[src/rtl/lfs_pkg.sv]
// Constants shared by the frame strobe generator and its buffer
package lfs_pkg;
    localparam int BUS_CNT = 4;
    localparam int SAMPLE_W = 12;
    localparam int DATA_W = BUS_CNT * SAMPLE_W;
    localparam int ADR_W = 4;
    localparam int BUF_DEPTH = 2;

    // Register byte offsets
    localparam logic [ADR_W-1:0] REG_CTRL = 4'h0;
    localparam logic [ADR_W-1:0] REG_FRAME = 4'h4;
    localparam logic [ADR_W-1:0] REG_ENABLE = 4'h8;
    localparam logic [ADR_W-1:0] REG_STATUS = 4'hc;

    // Control register fields
    localparam int CTRL_PAT_LSB = 0;
    localparam int CTRL_SRC_LSB = 2;
    localparam int CTRL_SPI_SYNC = 4;
    localparam int CTRL_STB_LSB = 5;
    localparam int CTRL_W = 7;
    localparam logic [CTRL_W-1:0] CTRL_RST = 7'h04;

    // Enable register fields
    localparam int ENA_STB_LSB = 0;
    localparam int ENA_DCLK_LSB = 4;
    localparam logic [7:0] ENA_RST = 8'hff;

    // Status register fields
    localparam int STAT_DIV = 8;
    localparam int STAT_SYNC = 9;

    localparam logic [7:0] FRAME_RST = 8'h08;

    // Sync pattern select codes
    localparam logic [1:0] PAT_NORMAL = 2'h0;
    localparam logic [1:0] PAT_LSB = 2'h2;
    localparam logic [1:0] PAT_ALL = 2'h3;

    // Sync source codes
    localparam logic [1:0] SRC_SPI = 2'h0;
    localparam logic [1:0] SRC_PIN = 2'h1;
    localparam logic [1:0] SRC_TSTAMP = 2'h2;

    // Strobe source codes
    localparam logic [1:0] STB_INTERNAL = 2'h0;
    localparam logic [1:0] STB_TSTAMP = 2'h1;
    localparam logic [1:0] STB_SYSREF = 2'h2;

    localparam logic [SAMPLE_W-1:0] WORD_ZERO = 12'h000;
    localparam logic [SAMPLE_W-1:0] WORD_ONES = 12'hfff;
endpackage

[src/rtl/lfs_frame_strobe.sv]
// Frame strobe generator for four 12-bit source-synchronous output buses
//
// Summary of operation
// SYSREF edge restarts frame counter and clock divider
// Strobe high only in a frame's last interval
// Frame length field; 0x08 gives strobe at 7
// Periodic SYSREF must span whole frames
// Strobe leaves with the same timing as data
// Per-bus dedicated strobe, full 12-bit samples kept
// Dedicated strobe ignores the sync gate
// Buses C, D may borrow A, B clock/strobe
// Pattern 0x2 with sync: strobe replaces bit 0
// Pattern 0x3 with sync: 0x000, last 0xFFF
// Sync de-asserted: full samples pass unmodified
// Sync source: register bit, pin, or timestamp
// Sync source resets to the single-ended pin
// Receiver uses strobes for frames and alignment
// Per-bus strobe enables disable unused strobes
// Per-bus data clock enables disable unused clocks
// Strobe internal or mirrored from timestamp/SYSREF
// Counter counts from zero, wraps at length-1
`timescale 1ns/1ps
module lfs_frame_strobe (
    input wire logic clk_i,
    input wire logic rst_i,
    input wire logic wb_cyc_i,
    input wire logic wb_stb_i,
    input wire logic wb_we_i,
    input wire logic [lfs_pkg::ADR_W-1:0] wb_adr_i,
    input wire logic [3:0] wb_sel_i,
    input wire logic [31:0] wb_dat_i,
    output logic [31:0] wb_dat_o,
    output logic wb_ack_o,
    input wire logic sample_valid_i,
    input wire logic [lfs_pkg::DATA_W-1:0] sample_data_i,
    output logic sample_ready_o,
    input wire logic link_ready_i,
    input wire logic sysref_i,
    input wire logic single_ended_sync_pin_i,
    input wire logic timestamp_input_i,
    output logic [lfs_pkg::DATA_W-1:0] bus_data_o,
    output logic [lfs_pkg::BUS_CNT-1:0] bus_strobe_pair_o,
    output logic [lfs_pkg::BUS_CNT-1:0] bus_data_clock_o,
    output logic link_valid_o
);
    import lfs_pkg::*;

    ////////////////////////////////////////////////////////////////////////
    // Register bus

    logic ack_ff;
    logic [31:0] rdata_ff;
    logic [CTRL_W-1:0] ctrl_ff;
    logic [7:0] frame_length_ff;
    logic [7:0] ena_ff;
    logic wb_req;
    logic wr_lo;
    logic [1:0] sync_pattern_select;
    logic [1:0] sync_src;
    logic [1:0] stb_src;
    logic spi_sync;
    logic [BUS_CNT-1:0] strobe_output_enable;
    logic [BUS_CNT-1:0] data_clock_output_enable;
    logic [7:0] cnt_ff;
    logic div_ff;
    logic sync_act;

    assign wb_req = wb_cyc_i && wb_stb_i && !ack_ff;
    assign wr_lo = wb_cyc_i && wb_stb_i && ack_ff && wb_we_i && wb_sel_i[0];
    assign wb_ack_o = ack_ff;
    assign wb_dat_o = rdata_ff;

    assign sync_pattern_select = ctrl_ff[CTRL_PAT_LSB +: 2];
    assign sync_src = ctrl_ff[CTRL_SRC_LSB +: 2];
    assign spi_sync = ctrl_ff[CTRL_SPI_SYNC];
    assign stb_src = ctrl_ff[CTRL_STB_LSB +: 2];
    assign strobe_output_enable = ena_ff[ENA_STB_LSB +: BUS_CNT];
    assign data_clock_output_enable = ena_ff[ENA_DCLK_LSB +: BUS_CNT];

    always_ff @(posedge clk_i)
    begin
        if (rst_i)
            ack_ff <= 1'b0;
        else
            ack_ff <= wb_req;
    end

    always_ff @(posedge clk_i)
    begin
        if (rst_i)
        begin
            ctrl_ff <= CTRL_RST;
            frame_length_ff <= FRAME_RST;
            ena_ff <= ENA_RST;
        end
        else if (wr_lo)
        begin
            unique case (wb_adr_i)
                REG_CTRL: ctrl_ff <= wb_dat_i[CTRL_W-1:0];
                REG_FRAME: frame_length_ff <= wb_dat_i[7:0];
                REG_ENABLE: ena_ff <= wb_dat_i[7:0];
                default: ;
            endcase
        end
    end

    // Unmapped addresses read zero and swallow writes
    always_ff @(posedge clk_i)
    begin
        if (rst_i)
            rdata_ff <= 32'h0000_0000;
        else if (wb_req && !wb_we_i)
        begin
            unique case (wb_adr_i)
                REG_CTRL: rdata_ff <= {25'h0, ctrl_ff};
                REG_FRAME: rdata_ff <= {24'h0, frame_length_ff};
                REG_ENABLE: rdata_ff <= {24'h0, ena_ff};
                REG_STATUS: rdata_ff <= {22'h0, sync_act, div_ff, cnt_ff};
                default: rdata_ff <= 32'h0000_0000;
            endcase
        end
    end

    ////////////////////////////////////////////////////////////////////////
    // Sample buffer

    logic buf_valid;
    logic [DATA_W-1:0] buf_data;
    logic xfer;

    lfs_buf #(
        .W(DATA_W),
        .DEPTH(BUF_DEPTH)
    ) u_buf (
        .clk_i(clk_i),
        .rst_i(rst_i),
        .in_valid_i(sample_valid_i),
        .in_ready_o(sample_ready_o),
        .in_data_i(sample_data_i),
        .out_valid_o(buf_valid),
        .out_ready_i(link_ready_i),
        .out_data_o(buf_data)
    );

    // One unit interval leaves per accepted word
    assign xfer = buf_valid && link_ready_i;

    ////////////////////////////////////////////////////////////////////////
    // Frame counter and divider

    logic sysref_prev_ff;
    logic sysref_edge;
    logic [7:0] len_m1;
    logic [7:0] cur_idx;
    logic cur_div;
    logic last_ui;
    logic strobe;

    assign sysref_edge = sysref_i && !sysref_prev_ff;
    // A zero length behaves as a one-interval frame
    assign len_m1 = frame_length_ff - 8'(frame_length_ff != 8'h00);
    assign cur_idx = sysref_edge ? 8'h00 : cnt_ff;
    assign cur_div = sysref_edge ? 1'b0 : div_ff;
    assign last_ui = (cur_idx == len_m1);

    always_ff @(posedge clk_i)
    begin
        if (rst_i)
            sysref_prev_ff <= 1'b0;
        else
            sysref_prev_ff <= sysref_i;
    end

    always_ff @(posedge clk_i)
    begin
        if (rst_i)
        begin
            cnt_ff <= 8'h00;
            div_ff <= 1'b0;
        end
        else
        begin
            cnt_ff <= (xfer && last_ui) ? 8'h00 : cur_idx + 8'(xfer);
            div_ff <= cur_div ^ xfer;
        end
    end

    always_comb
    begin
        unique case (stb_src)
            STB_TSTAMP: strobe = timestamp_input_i;
            STB_SYSREF: strobe = sysref_i;
            default: strobe = last_ui;
        endcase
    end

    always_comb
    begin
        unique case (sync_src)
            SRC_SPI: sync_act = spi_sync;
            SRC_TSTAMP: sync_act = timestamp_input_i;
            default: sync_act = single_ended_sync_pin_i;
        endcase
    end

    ////////////////////////////////////////////////////////////////////////
    // Per-bus output stage

    logic [SAMPLE_W-1:0] word_ff [BUS_CNT];
    logic stb_ff [BUS_CNT];
    logic dclk_ff [BUS_CNT];
    logic valid_ff;

    always_ff @(posedge clk_i)
    begin
        if (rst_i)
            valid_ff <= 1'b0;
        else
            valid_ff <= xfer;
    end

    assign link_valid_o = valid_ff;

    for (genvar b = 0; b < BUS_CNT; b++)
    begin : g_bus
        logic [SAMPLE_W-1:0] smp;
        logic [SAMPLE_W-1:0] nxt_word;

        assign smp = buf_data[b*SAMPLE_W +: SAMPLE_W];

        always_comb
        begin
            nxt_word = smp;
            if (sync_act && sync_pattern_select == PAT_LSB)
                nxt_word = {smp[SAMPLE_W-1:1], strobe};
            else if (sync_act && sync_pattern_select == PAT_ALL)
                nxt_word = strobe ? WORD_ONES : WORD_ZERO;
        end

        // Data, strobe and clock share one register stage
        always_ff @(posedge clk_i)
        begin
            if (rst_i)
            begin
                word_ff[b] <= WORD_ZERO;
                stb_ff[b] <= 1'b0;
                dclk_ff[b] <= 1'b0;
            end
            else
            begin
                if (xfer)
                    word_ff[b] <= nxt_word;
                stb_ff[b] <= (xfer ? strobe : stb_ff[b])
                             && strobe_output_enable[b];
                // C and D may be shut off and captured on A and B
                dclk_ff[b] <= (xfer ? !cur_div : cur_div)
                              && data_clock_output_enable[b];
            end
        end

        assign bus_data_o[b*SAMPLE_W +: SAMPLE_W] = word_ff[b];
        assign bus_strobe_pair_o[b] = stb_ff[b];
        assign bus_data_clock_o[b] = dclk_ff[b];
    end
endmodule // lfs_frame_strobe

[src/rtl/lfs_buf.sv]
// Two-entry sample buffer with valid and ready on both sides
`timescale 1ns/1ps
module lfs_buf #(
    parameter int W = 48,
    parameter int DEPTH = 2
) (
    input wire logic clk_i,
    input wire logic rst_i,
    input wire logic in_valid_i,
    output logic in_ready_o,
    input wire logic [W-1:0] in_data_i,
    output logic out_valid_o,
    input wire logic out_ready_i,
    output logic [W-1:0] out_data_o
);
    localparam int AW = (DEPTH > 1) ? $clog2(DEPTH) : 1;
    localparam logic [AW:0] FULL = (AW+1)'(DEPTH);
    localparam logic [AW-1:0] LAST = AW'(DEPTH - 1);

    logic [W-1:0] mem_ff [DEPTH];
    logic [AW-1:0] wr_ptr_ff;
    logic [AW-1:0] rd_ptr_ff;
    logic [AW:0] count_ff;
    logic [AW:0] nxt_count;
    logic ready_ff;
    logic push;
    logic pop;

    assign push = in_valid_i && ready_ff;
    assign pop = out_valid_o && out_ready_i;
    assign in_ready_o = ready_ff;
    assign out_valid_o = (count_ff != '0);
    assign out_data_o = mem_ff[rd_ptr_ff];

    always_comb
    begin
        nxt_count = count_ff;
        if (push && !pop)
            nxt_count = count_ff + 1'b1;
        else if (pop && !push)
            nxt_count = count_ff - 1'b1;
    end

    always_ff @(posedge clk_i)
    begin
        if (rst_i)
        begin
            count_ff <= '0;
            ready_ff <= 1'b1;
            wr_ptr_ff <= '0;
            rd_ptr_ff <= '0;
        end
        else
        begin
            count_ff <= nxt_count;
            // Registered full flag keeps the filling side free of paths
            ready_ff <= (nxt_count != FULL);
            if (push)
                wr_ptr_ff <= (wr_ptr_ff == LAST) ? '0 : wr_ptr_ff + 1'b1;
            if (pop)
                rd_ptr_ff <= (rd_ptr_ff == LAST) ? '0 : rd_ptr_ff + 1'b1;
        end
    end

    always_ff @(posedge clk_i)
    begin
        if (push)
            mem_ff[wr_ptr_ff] <= in_data_i;
    end
endmodule // lfs_buf

[config.mk]
export PLATFORM = sky130hd
export DESIGN_NAME = lfs_frame_strobe
export DESIGN_NICKNAME = d
export VERILOG_FILES = /design/src/rtl/lfs_pkg.sv /design/src/rtl/lfs_frame_strobe.sv /design/src/rtl/lfs_buf.sv
export SDC_FILE = /design/constraint.sdc
export NUM_CORES = 1
export LEC_CHECK = 0
export ABC_CLOCK_PERIOD_IN_PS = 3600
export BUFFER_PORTS_ARGS = -buffer_cell sky130_fd_sc_hd__buf_2
export CAP_MARGIN = 40
export CORE_MARGIN = 2
export CORE_UTILIZATION = 54
export CTS_CLUSTER_SIZE = 24
export DETAILED_ROUTE_END_ITERATION = 6
export MAX_ROUTING_LAYER = met4
export PLACE_DENSITY = 0.83
export REMOVE_ABC_BUFFERS = 1
export SETUP_SLACK_MARGIN = 0.05
export SLEW_MARGIN = 20
export SYNTH_ARGS = -nofsm -noshare
export SYNTH_HDL_FRONTEND = slang
export SYNTH_SLANG_ARGS = --single-unit
[constraint.sdc]
create_clock -name clk_i -period 3.6 [get_ports clk_i]
set_input_delay 0.72 -clock clk_i [delete_from_list [all_inputs] [get_ports clk_i]]
set_output_delay 0.72 -clock clk_i [all_outputs]
set_load 0.02 [all_outputs]
==> flow_summary.ini, run 1 <==
[clock_tree]
numCtsBuffers = 21
h-tree-depth = 1
tritoncts = yes
hold_buffers = 0
path_clk_slew_ps = 60
clkLatencyLatePin_ps = 490
post_cts_buffers = 0
clk_path_buf_depth = 3
clock_sinks = 203
root_buffer = clkbuf_16

[power_and_ir_drop]
p_leak_nw = 4.163
power.switching_mw = 1.748
vdd_drop_max_uv = 419.8
intPower_mw = 4.640
power.share.switching_pct = 27.36
combinationalPowerShare_pct = 19.1
p_per_area_mw_per_mm2 = 633.6
p_clk_share_pct = 33.7
p_seq_share_pct = 47.2

[setup_path]
arrival_ps = 3540
worstPathRequired_ps = 3950
r2r_start = frame_length_ff[3]
cp_max_fo = 21
r2r_cells = 11
endpoint = word_ff[0][5]
rr_endpoint = word_ff[0][5]
regToRegSetupSlack_ps = 410
cp-start-kind = flop
critPathKind = flop to flop
cp-end-kind = flop
crit_path_start = frame_length_ff[3]

[cells_and_area]
drive_gt1_share_pct = 31.73
filler_cell_count = 1156
stdcell_area_mm2 = 0.01008
finalNetCount = 900
area_growth_pct = 18.14
diodes = 0
finalNonFillerCells = 1021

[drt]
initialDrtViolationCount = 477
viasPerCell = 5.502
wl_per_cell_um = 17.97
drt-total-wl_um = 18350
vias = 5618
drc = 0
drt_pre_antenna_iters = 5
ant_nets = 0

[grt]
grtUsageTotal_pct = 22.03
grt_antenna_before_repair = 0
grt_first_pass_wirelength_um = 28260
grt_max_degree = 49
grt_overflow = 0
grt_pass1_vias = 5406

[sta]
finalCritPeriodShare_pct = 88.49
setup_violations = 0
relSlewSlack_pct = 44.08
setup_tns_ps = 0
fmax_mhz = 313.9
maxSlewViolCount = 0
rsz0062_at_grt = false
finalHoldViolations = 0
worst_slew_pin_slew_ps = 836.8
clock_skew_ps = 19.43
finalCriticalPeriod_ps = 3185

[floorplanning]
dieHeight_um = 129.7
top_level_ports = 189
rows = 45
floorplan.initialDensity_pct = 55.72
die_w_um = 129.7
core_mm2 = 0.01531
die_area_mm2 = 0.01682

[worst_hold_path]
min_path_type = primary input to flop

[placed_design]
place_area_mm2 = 0.009375
routabilityCongestion = 0.8901
dpl.hpwl_um = 11800
post-place-cells = 982
io_buffer_count = 139

[run_status]
status = finished clean

[yosys]
synthCells = 663
synth_edf_count = 144
synth_area_per_cell_um2 = 12.87
netlist_area_mm2 = 0.008533
synth_cell_types = 54
yosys_warnings = 0
ys_seq_area_share_pct = 64.52
synth_seq_cells = 203
synthArstFlopShare_pct = 0
ys.flop_type = edfxtp_1

[flow_run]
cap_violations = 0
[sequential cells by signal (all words and copies together), names as in the netlist, named ones only]
name and flops:
ena_ff 8, u_buf.rd_ptr_ff 1, u_buf.in_ready_o 1, u_buf.wr_ptr_ff 1
dclk_ff 4, link_valid_o 1, u_buf.mem_ff 96, wb_ack_o 1
word_ff 48, cnt_ff 8, u_buf.count_ff 2, frame_length_ff 8
wb_dat_o 10, sysref_prev_ff 1, ctrl_ff 7, div_ff 1
stb_ff 4
[per-layer routing]
metal / track usage [%] / routed length (um) / vias to the layer above
met5: - / 0 / -
met4: 4.997 / 365 / 0
met3: 3.567 / 1477 / 36
met2: 36.99 / 8946 / 239
met1: 28.49 / 7558 / 2711
li1: - / - / 2632
[critical path, cell delays in order (launching register included)]
cell       delay [ps]
dfxtp_1           410
nor4_2            360
nand2_1            90
ha_1              200
ha_1              210
nand2b_1          150
nor4_2             60
xnor3_1           400
a2111oi_4         370
nand4_2           400
buf_12            300
nand2_1            80
[per-stage QoR]
step,power [mW],hold slack [ps],util [%],setup WS [ps]
detailed placement,4.283,454.9,61.22,367.7
CTS,6.440,402.1,65.75,294.4
global route,6.640,404.9,65.83,131.5
global placement,4.239,444.2,61.22,427.4
finish,6.387,419.8,65.83,414.5
floorplan,3.850,442.1,-,242.7
[cells in the mapped netlist, types with 3 or more instances]
cell / number / area, um2
mux2i_1: 15 / 150.1
clkbuf_1: 25 / 93.84
inv_1: 14 / 52.55
and3_1: 3 / 18.77
a21oi_1: 54 / 270.3
xor2_1: 6 / 52.55
edfxtp_1: 144 / 4324
and2_1: 7 / 43.79
nand2_1: 72 / 270.3
buf_1: 5 / 18.77
nand3_1: 27 / 135.1
mux2_2: 48 / 540.5
buf_2: 8 / 40.04
buf_4: 30 / 225.2
nand2b_1: 4 / 25.02
xnor2_1: 11 / 96.34
o21a_1: 4 / 30.03
o21ai_1: 5 / 25.02
o211a_1: 4 / 40.04
a311oi_1: 4 / 35.03
o21ai_0: 11 / 55.05
ha_1: 7 / 87.58
mux4_2: 7 / 157.7
nand4_1: 3 / 18.77
dfxtp_1: 59 / 1181
nor2_1: 34 / 127.6
a22oi_1: 9 / 67.56
nor2b_1: 4 / 25.02
nor3_1: 10 / 50.05
[power groups by stage]
stage	combinational, mW	sequential (mW)	clock, mW
after floorplan	0.585	3.26	0
after CTS	1.23	3.02	2.19
after global routing	1.32	3.04	2.28
final	1.22	3.01	2.15
after global placement	1.20	3.04	0
after detailed placement	1.22	3.06	0
[layout by cell type (no fill, tap or decap), types with 5 or more instances in the layout]
cell	n
nor2_1	32
mux2_2	48
and2_1	7
mux4_2	7
nand2_1	72
o21ai_0	11
clkbuf_16	21
clkinv_2	5
o21ai_1	5
ha_1	7
buf_4	13
nand3_1	27
dfxtp_1	58
a22oi_1	9
xor2_1	6
inv_1	14
nor3_1	10
xnor2_1	11
mux2i_1	15
conb_1	22
a21oi_1	54
edfxtp_1	144
buf_2	139
[cells by family after synthesis]
group	Yosys count	synth area share, %
AO/OA/AOI/OAI	102	7.405
XOR/XNOR	18	2.009
adder cells (fa/ha/maj)	8	1.144
buffers and inverters	82	5.044
flip-flops	203	64.52
multiplexers	70	9.941
other	1	0.04395
AND/OR/NAND/NOR	179	9.897
[area by class of cell]
| type | count | area (um2) | area share [%] |
|---|---|---|---|
| Sequential cell | 203 | 5507 | 54.62 |
| Multi-Input combinational cell | 399 | 2705 | 26.83 |
| Timing Repair Buffer | 156 | 858.3 | 8.514 |
| Clock buffer | 25 | 570.5 | 5.660 |
| Tap cell | 211 | 264.0 | 2.619 |
| Clock inverter | 13 | 123.9 | 1.229 |
| Inverter | 14 | 52.55 | 0.5213 |
[worst min path at each step]
stage	from	end	slack (ps)	cells past startpoint
floorplan	div_ff	wb_dat_o[8]	440	2
global placement	wb_dat_o[9]	wb_dat_o[9]	440	2
detailed placement	wb_dat_o[8]	wb_dat_o[8]	450	2
CTS	sample_data_i[0]	u_buf.mem_ff[0][0]	400	1
global route	sample_data_i[39]	u_buf.mem_ff[1][39]	400	1
finish	sample_data_i[0]	u_buf.mem_ff[0][0]	420	1
[repair_timing]
action,in CTS,in global routing
resized for setup,0,1
hold endpoints to repair,0,0
endpoints found under the setup margin,0,51
No activity file was read; power rests on OpenSTA's default activity.
==> run 2: changes to the inputs <==
--- a/config.mk
+++ b/config.mk
@@ -10,13 +10,14 @@
 export CAP_MARGIN = 40
 export CORE_MARGIN = 2
 export CORE_UTILIZATION = 54
+export CTS_BUF_LIST = sky130_fd_sc_hd__clkbuf_8 sky130_fd_sc_hd__clkbuf_16
 export CTS_CLUSTER_SIZE = 24
 export DETAILED_ROUTE_END_ITERATION = 6
 export MAX_ROUTING_LAYER = met4
 export PLACE_DENSITY = 0.83
 export REMOVE_ABC_BUFFERS = 1
 export SETUP_SLACK_MARGIN = 0.05
-export SLEW_MARGIN = 20
+export SLEW_MARGIN = 25
 export SYNTH_ARGS = -nofsm -noshare
 export SYNTH_HDL_FRONTEND = slang
 export SYNTH_SLANG_ARGS = --single-unit
==> run 2 against run 1 <==
Clock skew is essentially flat. Count of clock-buffer cells in the layout shrank 1. Power is essentially flat. Via count grew 0.16%. Global-route usage is the same. Sequential power is essentially flat. Combinational power is essentially flat. First-iteration DRC count shrank 1.5%. Fmax grew 0.22%. Critical path depth is the same.
==> flow_summary.ini, run 2 (synthesis gave the netlist of run 1 again) <==
[run_status]
status = finished clean

[placed_design]
dpl.hpwl_um = 11800
dp_slack_ps = 367.7
place_area_mm2 = 0.009375
post-place-cells = 982
routabilityCongestion = 0.8901
io_buffer_count = 139

[drt]
initialDrtViolationCount = 470
drt_pre_antenna_iters = 5
vias = 5627
drc = 0
ant_nets = 0
wl_per_cell_um = 17.96
viasPerCell = 5.511
drt-total-wl_um = 18340

[setup_path]
critPathKind = flop to flop
r2r_cells = 11
regToRegSetupSlack_ps = 420
cp-end-kind = flop
cp-start-kind = flop
cp_max_fo = 18
rr_endpoint = word_ff[1][4]
endpoint = word_ff[1][4]
r2r_start = frame_length_ff[3]
arrival_ps = 3530
worstPathRequired_ps = 3950
crit_path_start = frame_length_ff[3]

[sta]
worst_slew_pin_slew_ps = 828.9
rsz0062_at_grt = false
setup_violations = 0
maxSlewViolCount = 0
layout_setup_ws_ps = 421.4
fmax_mhz = 314.6
relSlewSlack_pct = 44.61
finalCritPeriodShare_pct = 88.29
clock_skew_ps = 19.26
finalCriticalPeriod_ps = 3179
setup_tns_ps = 0
finalHoldViolations = 0

[power_and_ir_drop]
power_mw = 6.381
p_leak_nw = 4.167
vdd_drop_max_uv = 420.9
p_per_area_mw_per_mm2 = 633.0

[grt]
grt_overflow = 0
grt_antenna_before_repair = 0
grtUsageTotal_pct = 22.03
grt_max_degree = 49
grt_first_pass_wirelength_um = 28260
grt_pass1_vias = 5406

[clock_tree]
numCtsBuffers = 21
path_clk_slew_ps = 60
post_cts_buffers = 0
clkLatencyLatePin_ps = 490
clk_path_buf_depth = 3
root_buffer = clkbuf_16
tritoncts = yes
h-tree-depth = 1
clock_sinks = 203

[floorplanning]
floorplan.initialDensity_pct = 55.72
rows = 45
die_w_um = 129.7
core_mm2 = 0.01531
top_level_ports = 189
dieHeight_um = 129.7
die_area_mm2 = 0.01682

[worst_hold_path]
min_from = sample_data_i[0]
min_path_type = primary input to flop

[cells_and_area]
multi_input_area_mm2 = 0.002705
stdcell_area_mm2 = 0.01008
finalNetCount = 900
largest_register_ffs = 96
area_growth_pct = 18.14
filler_cell_count = 1156
final_common_cell = edfxtp_1
finalNonFillerCells = 1021
top_register = u_buf.mem_ff
final_cell_mix = edfxtp_1, buf_2, nand2_1, dfxtp_1, a21oi_1
drive_gt1_share_pct = 31.73
diodes = 0
seqCellArea_mm2 = 0.005507

[flow_run]
cap_violations = 0
## run 2: critical path: stages (launching register included)
cell and delay, ps:
dfxtp_1 410, nor4_2 360, nand2_1 90, ha_1 200, ha_1 210, nand2b_1 150, nor4_2 60, xnor3_1 400
a2111oi_4 370, nand4_2 400, buf_12 290, nand2_1 70
## run 2: metrics by stage
stage	utilization [%]	hold slack (ps)
global placement	61.22	444.2
CTS	65.75	402.1
detailed placement	61.22	454.9
floorplan	-	442.1
finish	65.83	419.9
global route	65.83	404.9
## run 2: worst min-delay path by stage
| stage | slack, ps | to | depth (start not counted) |
|---|---|---|---|
| 2_1_floorplan | 440 | wb_dat_o[8] | 2 |
| 3_3_place_gp | 440 | wb_dat_o[9] | 2 |
| 3_5_place_dp | 450 | wb_dat_o[8] | 2 |
| 4_1_cts | 400 | u_buf.mem_ff[0][0] | 1 |
| 5_1_grt | 400 | u_buf.mem_ff[1][39] | 1 |
| 6_report | 420 | u_buf.mem_ff[0][0] | 1 |
## run 2: layout make-up
| class | instances | share of cell area [%] |
|---|---|---|
| clock buffer | 24 | 5.622 |
| clock inverter | 14 | 1.266 |
| inverter | 14 | 0.5213 |
| multi-input combinational | 399 | 26.83 |
| sequential | 203 | 54.62 |
| tap | 211 | 2.619 |
| timing repair buffer | 156 | 8.514 |
## run 2: power by group
group          switching (mW)  internal (mW)
Combinational           0.756          0.463
Sequential              0.118           2.90
Clock                   0.871           1.28
Total                    1.74           4.64
## run 2: repair_timing
item,4_1_cts,5_1_grt
hold buffers,0,0
gates resized for setup,0,1
endpoints found under the setup margin,0,51
## run 2: layer usage
| layer | GRT usage (%) | vias to the layer above | wire length, um |
|---|---|---|---|
| met2 | 36.99 | 228 | 8963 |
| met5 | - | - | 0 |
| met1 | 28.49 | 2731 | 7589 |
| met3 | 3.567 | 34 | 1454 |
| li1 | - | 2634 | - |
| met4 | 4.997 | 0 | 335 |
